--- src/inc/quad_decoder_pkg.sv ---
// Contract
// - Sample phases at configured sample period
// - Decode each pair against previous pair
// - Forward step gives +1, still gives 0
// - Reverse step gives -1, decrements accumulator
// - Both phases change: value 2, count it
// - LED on lead time before, off after
// - LED active level follows polarity setting
// - Disconnected LED select releases the pin
// - Filter samples 1 MHz, passes agreed level
// - Long levels pass, short levels suppressed
// - LED stays on while debouncing enabled
// - Debounce adds exactly one period lag
// - Overflowing sample discarded, overflow event raised
// - Both read-clear snapshots and clears both
// - Motion read-clear touches motion accumulator only
// - Double read-clear touches double counter only
// - Report period evaluates, raises ready events
// - Shortcuts fire read-clear tasks on double-ready
// - Sample-ready event on every new sample
package quad_decoder_pkg;
  // Clock and the 1 MHz filter and timing tick
  localparam int CLK_PERIOD_NS = 10;
  localparam int TICK_PERIOD_NS = 1000;
  localparam int TICK_CYCLES = (TICK_PERIOD_NS + CLK_PERIOD_NS - 1) / CLK_PERIOD_NS;
  localparam int TICK_CNT_W = 7;
  // Sample period in microseconds is base shifted by the setting
  localparam int SAMPLE_BASE_US = 128;
  localparam int SAMPLE_CFG_MAX = 10;
  localparam int SAMPLE_CFG_W = 4;
  localparam int PERIOD_W = 18;
  // Report period in samples is base shifted by the setting
  localparam int REPORT_BASE = 10;
  localparam int REPORT_CFG_MAX = 8;
  localparam int REPORT_CFG_W = 4;
  localparam int REPORT_W = 12;
  // Lead time in microseconds
  localparam int LEAD_W = 9;
  // Default accumulator widths
  localparam int MOTION_W = 16;
  localparam int DOUBLE_W = 4;
  // Sample value encodings
  localparam int SAMPLE_W = 3;
  localparam logic [2:0] SAMPLE_ZERO = 3'h0;
  localparam logic [2:0] SAMPLE_POS = 3'h1;
  localparam logic [2:0] SAMPLE_NEG = 3'h7;
  localparam logic [2:0] SAMPLE_DBL = 3'h2;
  // Phase pair with both bits changed
  localparam logic [1:0] BOTH_CHANGED = 2'h3;
  localparam logic [1:0] PHASE_RESET = 2'h0;
  // Decoder run state
  typedef enum logic [1:0] {
    ST_IDLE = 2'h1,
    ST_RUN = 2'h2
  } run_state_t;
endpackage

--- src/hw/phase_filter.sv ---
`timescale 1ns/100ps
module phase_filter (
  input wire logic clk_i, // System clock
  input wire logic reset_n_i, // Asynchronous reset, active low
  input wire logic level_i, // Synchronised phase level
  input wire logic tick_i, // 1 MHz sampling strobe
  input wire logic period_end_i, // Last tick of a sample period
  input wire logic restart_i, // Decoder start
  output logic level_o // Filtered phase level
);
  logic last_r;
  logic diff_r;
  logic level_r;
  logic changed;

  // Level moved since the previous 1 MHz sample
  assign changed = level_i ^ last_r;
  // A period that agreed hands its level on at once, so the added lag is one period
  assign level_o = (tick_i && period_end_i && !restart_i && !(diff_r | changed)) ?
                   level_i : level_r;

  // Pass a level only when every sample of the period agreed
  always_ff @(posedge clk_i or negedge reset_n_i) begin
    if (!reset_n_i) begin
      last_r <= 1'b0;
      diff_r <= 1'b0;
      level_r <= 1'b0;
    end else if (restart_i) begin
      last_r <= level_i;
      diff_r <= 1'b0;
      level_r <= level_i;
    end else if (tick_i) begin
      last_r <= level_i;
      if (period_end_i) begin
        if (!(diff_r | changed)) begin
          level_r <= level_i;
        end
        diff_r <= 1'b0;
      end else begin
        diff_r <= diff_r | changed;
      end
    end
  end
endmodule

--- src/hw/quad_decoder.sv ---
`timescale 1ns/100ps
module quad_decoder
  import quad_decoder_pkg::*;
#(
  parameter int MOTION_WIDTH = quad_decoder_pkg::MOTION_W,
  parameter int DOUBLE_WIDTH = quad_decoder_pkg::DOUBLE_W,
  parameter int TICK_LEN = quad_decoder_pkg::TICK_CYCLES
) (
  input wire logic clk_i, // System clock, 100 MHz
  input wire logic reset_n_i, // Asynchronous reset, active low
  input wire logic phase_a_i, // Encoder phase A
  input wire logic phase_b_i, // Encoder phase B
  input wire logic enable_i, // Peripheral enable
  input wire logic start_task_i, // Start pulse
  input wire logic stop_task_i, // Stop pulse
  input wire logic read_clear_both_task_i, // Snapshot and clear both
  input wire logic read_clear_motion_task_i, // Snapshot and clear motion
  input wire logic read_clear_double_task_i, // Snapshot and clear doubles
  input wire logic [quad_decoder_pkg::SAMPLE_CFG_W-1:0] sample_period_cfg_i, // Period select
  input wire logic [quad_decoder_pkg::REPORT_CFG_W-1:0] report_period_cfg_i, // Report select
  input wire logic [quad_decoder_pkg::LEAD_W-1:0] led_lead_time_cfg_i, // Lead in us
  input wire logic led_polarity_cfg_i, // 1 gives active-high LED
  input wire logic debounce_enable_cfg_i, // Filter enable
  input wire logic led_pin_select_i, // 1 when the LED pin is connected
  input wire logic double_ready_to_motion_clear_short_i, // Shortcut enable
  input wire logic double_ready_to_double_clear_short_i, // Shortcut enable
  output logic running_o, // Decoder is sampling
  output logic [quad_decoder_pkg::SAMPLE_W-1:0] sample_o, // Last decoded sample
  output logic [MOTION_WIDTH-1:0] motion_accumulator_o, // Signed motion sum
  output logic [DOUBLE_WIDTH-1:0] double_transition_counter_o, // Double count
  output logic [MOTION_WIDTH-1:0] motion_snapshot_o, // Motion snapshot
  output logic [DOUBLE_WIDTH-1:0] double_snapshot_o, // Double snapshot
  output logic sample_ready_event_o, // Pulse per new sample
  output logic report_ready_event_o, // Pulse, nonzero report
  output logic double_ready_event_o, // Pulse, doubles seen
  output logic accumulator_overflow_event_o, // Pulse, sample discarded
  output logic stopped_event_o, // Pulse after stop
  output logic led_o, // LED pin level
  output logic led_oe_o // LED pin driven
);
  import quad_decoder_pkg::*;

  // Refuse widths the logic cannot serve
  if (MOTION_WIDTH < 2 || DOUBLE_WIDTH < 1 || LEAD_W > PERIOD_W ||
      TICK_LEN < 1 || TICK_LEN > 2 ** TICK_CNT_W) begin : g_bad_param
    $error("quad_decoder: unsupported width parameter");
  end

  localparam logic [MOTION_WIDTH-1:0] MOTION_MAX = {1'b0, {(MOTION_WIDTH-1){1'b1}}};
  localparam logic [MOTION_WIDTH-1:0] MOTION_MIN = {1'b1, {(MOTION_WIDTH-1){1'b0}}};
  localparam logic [DOUBLE_WIDTH-1:0] DOUBLE_MAX = {DOUBLE_WIDTH{1'b1}};

  logic [1:0] sync1_r;
  logic [1:0] sync2_r;
  logic [1:0] filt;
  logic [1:0] cur;
  logic [1:0] prev_r;
  logic [1:0] xr;
  run_state_t state_r;
  logic running;
  logic start_go;
  logic [TICK_CNT_W-1:0] pre_r;
  logic tick;
  logic strobe;
  logic [PERIOD_W-1:0] remain_r;
  logic [PERIOD_W-1:0] period_len;
  logic [SAMPLE_CFG_W-1:0] sp_cfg;
  logic [REPORT_CFG_W-1:0] rp_cfg;
  logic [REPORT_W-1:0] report_len;
  logic [REPORT_W-1:0] rpt_r;
  logic step;
  logic pos;
  logic inc;
  logic dec;
  logic dbl;
  logic clear_m;
  logic clear_d;
  logic short_m_r;
  logic short_d_r;
  logic [MOTION_WIDTH-1:0] acc_r;
  logic [MOTION_WIDTH-1:0] acc_base;
  logic [MOTION_WIDTH-1:0] acc_nxt;
  logic [DOUBLE_WIDTH-1:0] dbl_r;
  logic [DOUBLE_WIDTH-1:0] dbl_base;
  logic [DOUBLE_WIDTH-1:0] dbl_nxt;
  logic acc_ovf;
  logic dbl_ovf;
  logic report_due;
  logic dbl_ready_nxt;
  logic led_on;
  logic led_r;
  logic led_oe_r;

  // Two-stage synchroniser for the asynchronous phases
  always_ff @(posedge clk_i or negedge reset_n_i) begin
    if (!reset_n_i) begin
      sync1_r <= PHASE_RESET;
      sync2_r <= PHASE_RESET;
    end else begin
      sync1_r <= {phase_a_i, phase_b_i};
      sync2_r <= sync1_r;
    end
  end

  // One debounce filter per phase
  for (genvar i = 0; i < 2; i++) begin : g_filter
    phase_filter u_phase_filter (
      .clk_i(clk_i),
      .reset_n_i(reset_n_i),
      .level_i(sync2_r[i]),
      .tick_i(tick),
      .period_end_i(strobe),
      .restart_i(start_go),
      .level_o(filt[i])
    );
  end

  // Filtered phases lag one full period behind the raw ones
  assign cur = debounce_enable_cfg_i ? filt : sync2_r;

  // Start and stop control
  assign running = (state_r == ST_RUN);
  assign start_go = start_task_i & enable_i & ~stop_task_i;
  always_ff @(posedge clk_i or negedge reset_n_i) begin
    if (!reset_n_i) begin
      state_r <= ST_IDLE;
      stopped_event_o <= 1'b0;
    end else begin
      stopped_event_o <= stop_task_i & enable_i;
      case (state_r)
        ST_IDLE: begin
          if (start_go) begin
            state_r <= ST_RUN;
          end
        end
        ST_RUN: begin
          if (stop_task_i || !enable_i) begin
            state_r <= ST_IDLE;
          end
        end
        default: begin
          state_r <= ST_IDLE;
        end
      endcase
    end
  end
  assign running_o = running;

  // Clamp settings to the supported range
  assign sp_cfg = (sample_period_cfg_i > SAMPLE_CFG_W'(SAMPLE_CFG_MAX)) ?
                  SAMPLE_CFG_W'(SAMPLE_CFG_MAX) : sample_period_cfg_i;
  assign rp_cfg = (report_period_cfg_i > REPORT_CFG_W'(REPORT_CFG_MAX)) ?
                  REPORT_CFG_W'(REPORT_CFG_MAX) : report_period_cfg_i;
  assign period_len = PERIOD_W'(SAMPLE_BASE_US) << sp_cfg;
  assign report_len = REPORT_W'(REPORT_BASE) << rp_cfg;

  // 1 MHz tick and sample-period countdown
  assign tick = running && (pre_r == TICK_CNT_W'(TICK_LEN - 1));
  assign strobe = tick && (remain_r == '0);
  always_ff @(posedge clk_i or negedge reset_n_i) begin
    if (!reset_n_i) begin
      pre_r <= '0;
      remain_r <= '0;
    end else if (start_go) begin
      pre_r <= '0;
      remain_r <= period_len - PERIOD_W'(1);
    end else if (running) begin
      pre_r <= tick ? '0 : pre_r + TICK_CNT_W'(1);
      if (strobe) begin
        remain_r <= period_len - PERIOD_W'(1);
      end else if (tick) begin
        remain_r <= remain_r - PERIOD_W'(1);
      end
    end
  end

  // Compare the new phase pair with the previous one
  assign xr = prev_r ^ cur;
  assign step = (xr != 2'h0) && (xr != BOTH_CHANGED);
  assign pos = prev_r[1] ^ cur[0];
  assign inc = strobe & step & pos;
  assign dec = strobe & step & ~pos;
  assign dbl = strobe && (xr == BOTH_CHANGED);

  always_ff @(posedge clk_i or negedge reset_n_i) begin
    if (!reset_n_i) begin
      prev_r <= PHASE_RESET;
    end else if (start_go) begin
      prev_r <= sync2_r;
    end else if (strobe) begin
      prev_r <= cur;
    end
  end

  // Decoded sample value and its ready pulse
  always_ff @(posedge clk_i or negedge reset_n_i) begin
    if (!reset_n_i) begin
      sample_o <= SAMPLE_ZERO;
      sample_ready_event_o <= 1'b0;
    end else begin
      sample_ready_event_o <= strobe;
      if (inc) begin
        sample_o <= SAMPLE_POS;
      end else if (dec) begin
        sample_o <= SAMPLE_NEG;
      end else if (dbl) begin
        sample_o <= SAMPLE_DBL;
      end else if (strobe) begin
        sample_o <= SAMPLE_ZERO;
      end
    end
  end

  // A clear in the same cycle as a sample keeps that sample
  assign clear_m = read_clear_both_task_i | read_clear_motion_task_i | short_m_r;
  assign clear_d = read_clear_both_task_i | read_clear_double_task_i | short_d_r;
  assign acc_base = clear_m ? '0 : acc_r;
  assign dbl_base = clear_d ? '0 : dbl_r;
  assign acc_ovf = (inc && acc_base == MOTION_MAX) || (dec && acc_base == MOTION_MIN);
  assign dbl_ovf = dbl && (dbl_base == DOUBLE_MAX);

  // Next accumulator values; overflowing samples are dropped
  always_comb begin
    acc_nxt = acc_base;
    dbl_nxt = dbl_base;
    if (inc && !acc_ovf) begin
      acc_nxt = acc_base + MOTION_WIDTH'(1);
    end else if (dec && !acc_ovf) begin
      acc_nxt = acc_base - MOTION_WIDTH'(1);
    end
    if (dbl && !dbl_ovf) begin
      dbl_nxt = dbl_base + DOUBLE_WIDTH'(1);
    end
  end

  // Accumulators and overflow pulse
  always_ff @(posedge clk_i or negedge reset_n_i) begin
    if (!reset_n_i) begin
      acc_r <= '0;
      dbl_r <= '0;
      accumulator_overflow_event_o <= 1'b0;
    end else begin
      acc_r <= acc_nxt;
      dbl_r <= dbl_nxt;
      accumulator_overflow_event_o <= acc_ovf | dbl_ovf;
    end
  end
  assign motion_accumulator_o = acc_r;
  assign double_transition_counter_o = dbl_r;

  // Snapshots taken by the read-clear tasks
  always_ff @(posedge clk_i or negedge reset_n_i) begin
    if (!reset_n_i) begin
      motion_snapshot_o <= '0;
      double_snapshot_o <= '0;
    end else begin
      if (clear_m) begin
        motion_snapshot_o <= acc_r;
      end
      if (clear_d) begin
        double_snapshot_o <= dbl_r;
      end
    end
  end

  // Report period sample counter and evaluation
  assign report_due = strobe && (rpt_r == report_len - REPORT_W'(1));
  assign dbl_ready_nxt = report_due && (dbl_nxt != '0);
  always_ff @(posedge clk_i or negedge reset_n_i) begin
    if (!reset_n_i) begin
      rpt_r <= '0;
      report_ready_event_o <= 1'b0;
      double_ready_event_o <= 1'b0;
    end else begin
      report_ready_event_o <= report_due && (acc_nxt != '0);
      double_ready_event_o <= dbl_ready_nxt;
      if (start_go || report_due) begin
        rpt_r <= '0;
      end else if (strobe) begin
        rpt_r <= rpt_r + REPORT_W'(1);
      end
    end
  end

  // Shortcuts from double-ready to the read-clear tasks
  always_ff @(posedge clk_i or negedge reset_n_i) begin
    if (!reset_n_i) begin
      short_m_r <= 1'b0;
      short_d_r <= 1'b0;
    end else begin
      short_m_r <= dbl_ready_nxt & double_ready_to_motion_clear_short_i;
      short_d_r <= dbl_ready_nxt & double_ready_to_double_clear_short_i;
    end
  end

  // LED on during the lead time, or always while filtering
  assign led_on = running &&
                  (debounce_enable_cfg_i || remain_r < PERIOD_W'(led_lead_time_cfg_i));
  always_ff @(posedge clk_i or negedge reset_n_i) begin
    if (!reset_n_i) begin
      led_r <= 1'b0;
      led_oe_r <= 1'b0;
    end else begin
      led_oe_r <= enable_i & led_pin_select_i;
      if (enable_i && led_pin_select_i) begin
        led_r <= led_on ? led_polarity_cfg_i : ~led_polarity_cfg_i;
      end else begin
        led_r <= 1'b0;
      end
    end
  end
  assign led_o = led_r;
  assign led_oe_o = led_oe_r;
endmodule

--- config.mk ---
export PLATFORM = sky130hd
export DESIGN_NAME = quad_decoder
export DESIGN_NICKNAME = d
export VERILOG_FILES = /design/src/inc/quad_decoder_pkg.sv /design/src/hw/phase_filter.sv /design/src/hw/quad_decoder.sv
export SDC_FILE = /design/constraint.sdc
export NUM_CORES = 1
export LEC_CHECK = 0
export BUFFER_PORTS_ARGS = -buffer_cell sky130_fd_sc_hd__clkbuf_2
export CAP_MARGIN = 20
export CORE_AREA = 2 2 106 108
export DETAILED_ROUTE_END_ITERATION = 8
export DIE_AREA = 0 0 108 110
export GPL_TIMING_DRIVEN = 0
export MAX_ROUTING_LAYER = met4
export PLACE_DENSITY = 0.81
export SYNTH_ARGS = -nofsm -noshare
export SYNTH_HDL_FRONTEND = slang
export SYNTH_SLANG_ARGS = --single-unit
--- constraint.sdc ---
create_clock -name clk_i -period 11 [get_ports clk_i]
set_input_delay 2.2 -clock clk_i [delete_from_list [all_inputs] [get_ports clk_i]]
set_output_delay 2.2 -clock clk_i [all_outputs]
set_load 0.01 [all_outputs]
# --- Word level (Yosys, flattened, before mapping) ---
# Cells that the tools add are included.
word_totals:
  register_bits: 103
classes:
  add_sub_neg: 8
  magnitude_cmp: 3
  eq_ne: 13
  n_shift: 2
  muxes: 48
  n_bitwise: 23
  n_reduce_logical: 43
ops:
  columns: ["op", "count"]
  rows:
  - ["$mux W18", 4]
  - ["$mux W16", 3]
  - ["$sub A18 B1 Y18 const B", 2]
  - ["$mux W12", 2]
  - ["$mux W1", 22]
  - ["$mux W7", 3]
  - ["$logic_and A1 B1 Y1", 19]
  - ["$logic_not A18 Y1", 1]
  - ["$lt A18 B9 Y1", 1]
  - ["$shl A8 B4 Y18 const A", 1]
  - ["$add A16 B1 Y16 const B", 1]
  - ["$eq A16 B15 Y1 const B", 1]
  - ["$eq A16 B16 Y1 const B", 1]
  - ["$mux W4", 4]
  - ["$reduce_bool A16 Y1", 1]
  - ["$sub A16 B1 Y16 const B", 1]
  - ["$add A12 B1 Y12 const B", 1]
  - ["$eq A12 B12 Y1", 1]
  - ["$mux W3", 4]
  - ["$shl A4 B4 Y12 const A", 1]
  - ["$sub A12 B1 Y12 const B", 1]
  - ["$mux W2", 5]
  - ["$reduce_bool A2 Y1", 5]
  - ["$and A1 B1 Y1", 9]
  - ["20 further kinds", 46]

# --- Depth between registers and ports, before layout ---
logic_depth:
  ltp_word: 21
  depth_mapped: 20
  depth_no_buf: 19

# --- Cells and area by module ---
# A second synthesis with hierarchy kept.
hier_totals:
  cells_unflattened: 747
  hier_area_um2: 6457.4
modules_own_cells:
  columns: ["mod", "instances", "cells_each", "area_each_um2", "seq_area_each_um2"]
  rows:
  - ["quad_decoder", 1, 709, 6087.1, 2428.6]
  - ["phase_filter", 2, 19, 185.2, 75.1]

# --- Worst setup path after synthesis ---
# Ideal clock, no wire load.
synth_timing:
  path_type: "in2reg"
  from: "in enable_i"
  to: "reg report_ready_event_o"
  setup_ns: 0.135
  arrival_ns: 5.467
  setup_slack_ns: 5.398
  path_stages: 15
  cell_sequence: "and3b_1 clkbuf_1 or3_1 o21ai_0 mux2i_1 xnor2_1 ha_1 inv_1 nor4_1 nand2_2 o311ai_0 o41ai_1 a21o_1 nor4_1 a31oi_1"
synth_via:
  elab_chain_cells: 20
  word_cells_on_any_way: 28
  classes_between: "eq/ne: 1; mux: 5; bitwise: 8; reduce/logical: 14"
synth_rtl:
  columns: ["element", "line", "rtl"]
  rows:
  - ["from (decl)", "quad_decoder.sv:13", "input wire logic enable_i,"]
  - ["$and A1 B1 Y1 * (2 in a row)", "quad_decoder.sv:123", "assign start_go = start_task_i & enable_i & ~stop_task_i;"]
  - ["$logic_not A1 Y1 *", "phase_filter.sv:19", "assign level_o = (tick_i && period_end_i && !restart_i && !(diff_r | changed)) ?"]
  - ["$logic_and A1 B1 Y1 *", "phase_filter.sv:19", null]
  - ["$logic_and A1 B1 Y1", "phase_filter.sv:19", null]
  - ["$mux W1", "phase_filter.sv:19", null]
  - ["$mux W2 *", "quad_decoder.sv:119", "assign cur = debounce_enable_cfg_i ? filt : sync2_r;"]
  - ["$xor A2 B2 Y2", "quad_decoder.sv:178", "assign xr = prev_r ^ cur;"]
  - ["$ne A2 B2 Y1 or $reduce_bool A2 Y1 (tied branches)", "quad_decoder.sv:179", "assign step = (xr != 2'h0) && (xr != BOTH_CHANGED);"]
  - ["(+4 left out)", null, null]
  - ["$logic_or A1 B1 Y1", "quad_decoder.sv:219", "assign acc_ovf = (inc && acc_base == MOTION_MAX) || (dec && acc_base == MOTION_MIN);"]
  - ["$logic_not A1 Y1", "quad_decoder.sv:226, quad_decoder.sv:228", null]
  - ["$logic_and A1 B1 Y1", "quad_decoder.sv:228", "end else if (dec && !acc_ovf) begin"]
  - ["$mux W16", "quad_decoder.sv:228", null]
  - ["$mux W16 *", "quad_decoder.sv:226", "if (inc && !acc_ovf) begin"]
  - ["net acc_nxt[6]", "quad_decoder.sv:82", "logic [MOTION_WIDTH-1:0] acc_nxt;"]
  - ["$reduce_bool A16 Y1 *", "quad_decoder.sv:275", "report_ready_event_o <= report_due && (acc_nxt != '0);"]
  - ["$logic_and A1 B1 Y1 *", "quad_decoder.sv:275", null]
  - ["to (signal assigned)", "quad_decoder.sv:275", null]
  - ["to (decl)", "quad_decoder.sv:34", "output logic report_ready_event_o,"]
# Mark *: on every way through the listed nets, which the timed path passes. The rest lies on a longest branch.
# A chain may end at the register's enable or synchronous reset.

# --- Final worst setup path ---
# Ends and elaborated chain as after synthesis.

==> run summary <==
failing checks: DRC
vias in the first global route: 5494
Worst Hold Class: register to register
TritonCTS clock tree: built
share of cells above drive strength 1: 16.50%
DP Cell Count: 947
clock sink total: 103
Reg area: 2579 um^2
final period utilization: 59.36%
Final Worst Setup Slack: 4.470 ns
number of diodes: 0
Core Footprint: 10700 um^2
pwr dens: 112.7 nW/um^2
synth top area cells: dfrtp_1 (41%), nand2_1 (7.3%), a21oi_1 (3.9%)
endpoints failing hold: 0
achievable frequency: 153.1 MHz
post-synth top area share: 41.08%
critical path launch point type: input port
Worst EP arrival: 6.77 ns
top_reg_cell synth: dfrtp_1
setup bufs post-CTS: 0
hold slack: 0.3587 ns
Netlist Area Pre-Place: 6213 um^2
Worst Tran Pin Value: 1.076 ns
Root Driver: clkbuf_8
final cell count without fillers: 964
cell taking the most area after synthesis: dfrtp_1
Synth cell types: 71
post-synthesis register bit count: 103
aggregate global-route resource usage: 28.38%
Avg WL per Cell: 16.54 um
I/O pin count: 83
GRT overflow: 0
htree depth: 3
status: complete, but fails checks
Post-Place Worst Slack: 4.255 ns
pin count of the biggest net entering global routing: 61
Multi-input gate area: 3373 um^2
die height: 110 um
synthesized instance count: 725
Synth warnings: 0
syn_area_per_cell: 8.570 um^2
final wirelength: 15940 um
DR vias: 5806
final count of negative-setup-slack endpoints: 0
max cap viols: 0
first-pass GRT wire length: 26270 um
Setup TNS: 0 ns
Final Util: 65.58%
cts hold-fix bufs: 0
clock latency on the worst-skew pair: 0.38 ns
port buffer count: 81
First DRT Iteration DRCs: 368
DRC viols: 1
post-route cell area: 7015 um^2
P&R area growth vs syn: 12.91%
ys async rst share: 100.0%
Vias per Instance: 6.023
Setup CP Type: input port to register
Worst Hold Depth: 0
commonest cells after routing, fill and taps aside: nand2_1 (121), dfrtp_1 (102), clkbuf_2 (81)
register area share after synthesis: 41.50%
Post-Syn Nets: 775
Clock Tree Buf Depth: 2
Worst Skew: 0.009116 ns
Slew Limit Fails: 0
number of flops mapped to enable cells by yosys: 0
full die area: 11880 um^2
placed cell area: 6824 um^2
Starting Density: 58.08%
commonest non-fill, non-tap cell in the layout: nand2_1
number of cells upsized or downsized after cts: 0
VDD IR max: 74.92 uV
Die X: 108 um
Fillers: 927
Clock transition at path regs: 0.11 ns
Worst EP required: 11.24 ns
worst rel slew slack: 27.63%
initial antenna violation count: 0
ANT nets after route: 0
cts bufs inserted: 9
Pre-Repair DR Iteration Count: 8
Final #Nets: 869
worst r2r path cells: 16
Crit. End Element: register
Pwr Total: 0.7904 mW
Site Rows: 38
largest fanout on the critical path: 10
DPL Wire Length: 11550 um
unrepaired setup endpoints after global routing: no
min Tclk post-route: 6.530 ns
RePlAce Congestion: 0.9203
Static Leak: 3.194 nW
## layout make-up
type / instances / area share (%)
Inverter: 28 / 1.498
Buffer: 36 / 2.229
Multi-Input combinational cell: 558 / 48.08
Tap cell: 140 / 2.497
Clock buffer: 9 / 1.766
Clock inverter: 7 / 0.8917
Timing Repair Buffer: 83 / 6.278
Sequential cell: 103 / 36.76
## synthesized netlist by cell type (15+ instances only)
cell type,count
nand2_1,121
dfrtp_1,102
nor2_1,58
a21oi_1,49
o21ai_0,42
nor3_1,28
clkbuf_1,27
inv_1,27
xnor2_1,21
ha_1,18
xor2_1,17
nand4_1,16
nand3_1,15
or3_1,15
## where the power goes
| part | switching, mW | total (mW) | leakage [nW] | internal [mW] |
|---|---|---|---|---|
| clock | 0.151 | 0.239 | 0.0980 | 0.0878 |
| sequential | 0.0211 | 0.417 | 1.34 | 0.396 |
| combinational | 0.0833 | 0.135 | 1.76 | 0.0515 |
| total | 0.255 | 0.790 | 3.19 | 0.535 |
## path summary, 6_finish.rpt
check                      slack [ns]                    to  startpoint
hold reg to reg                  0.36            sync2_r[1]  sync1_r[1]
min in group asynchronous        1.85  motion_snapshot_o[3]   reset_n_i
setup reg to reg                 4.84  report_ready_event_o    pre_r[3]
setup / recovery                 4.47  report_ready_event_o    enable_i
hold / removal                   0.36            sync2_r[1]  sync1_r[1]
max in group asynchronous        8.41            state_r[0]   reset_n_i
## sequential cells by signal, summed over array words and instances (netlist names), 2 cells and up
name	cells
motion_accumulator_o	16
sync1_r	2
g_filter.u_phase_filter.level_r	2
remain_r	18
sample_o	3
prev_r	2
motion_snapshot_o	16
rpt_r	12
state_r	2
sync2_r	2
pre_r	7
double_transition_counter_o	4
g_filter.u_phase_filter.diff_r	2
double_snapshot_o	4
g_filter.u_phase_filter.last_r	2
## layer usage
| metal | global-route usage (%) | up-vias | part of all wire (%) |
|---|---|---|---|
| li1 | - | 2764 | - |
| met2 | 48.07 | 200 | 50 |
| met1 | 35.48 | 2812 | 43 |
| met4 | 9.707 | 0 | 1.9 |
| met3 | 3.586 | 30 | 4.9 |
| met5 | - | - | 0 |
## cell families (layout without fill, tap and decap cells)
kind of cell               count (synthesis)  in the layout  synth area share, %
AOI/OAI and AO/OA                        151            151                15.24
buffers and inverters                     64            163                4.209
and+or+nand+nor                          336            336                27.41
DFF                                      103            103                41.50
muxes                                     15             15                2.658
xor gates and xnor gates                  38             38                5.356
adders and majority gates                 18             18                3.625
## worst max-delay path, stage by stage
cell      delay, ns
clkbuf_2       0.10
and3b_1        0.17
clkbuf_1       0.22
or3_1          0.44
o21ai_0        0.37
mux2i_1        0.27
xnor2_1        0.09
ha_1           0.40
inv_1          0.13
nor4_1         0.93
nand2_2        0.27
o22ai_2        0.26
mux2_4         0.18
o21ai_2        0.07
nor4_1         0.49
a31oi_1        0.17
(Power assumes the default switching activity.)
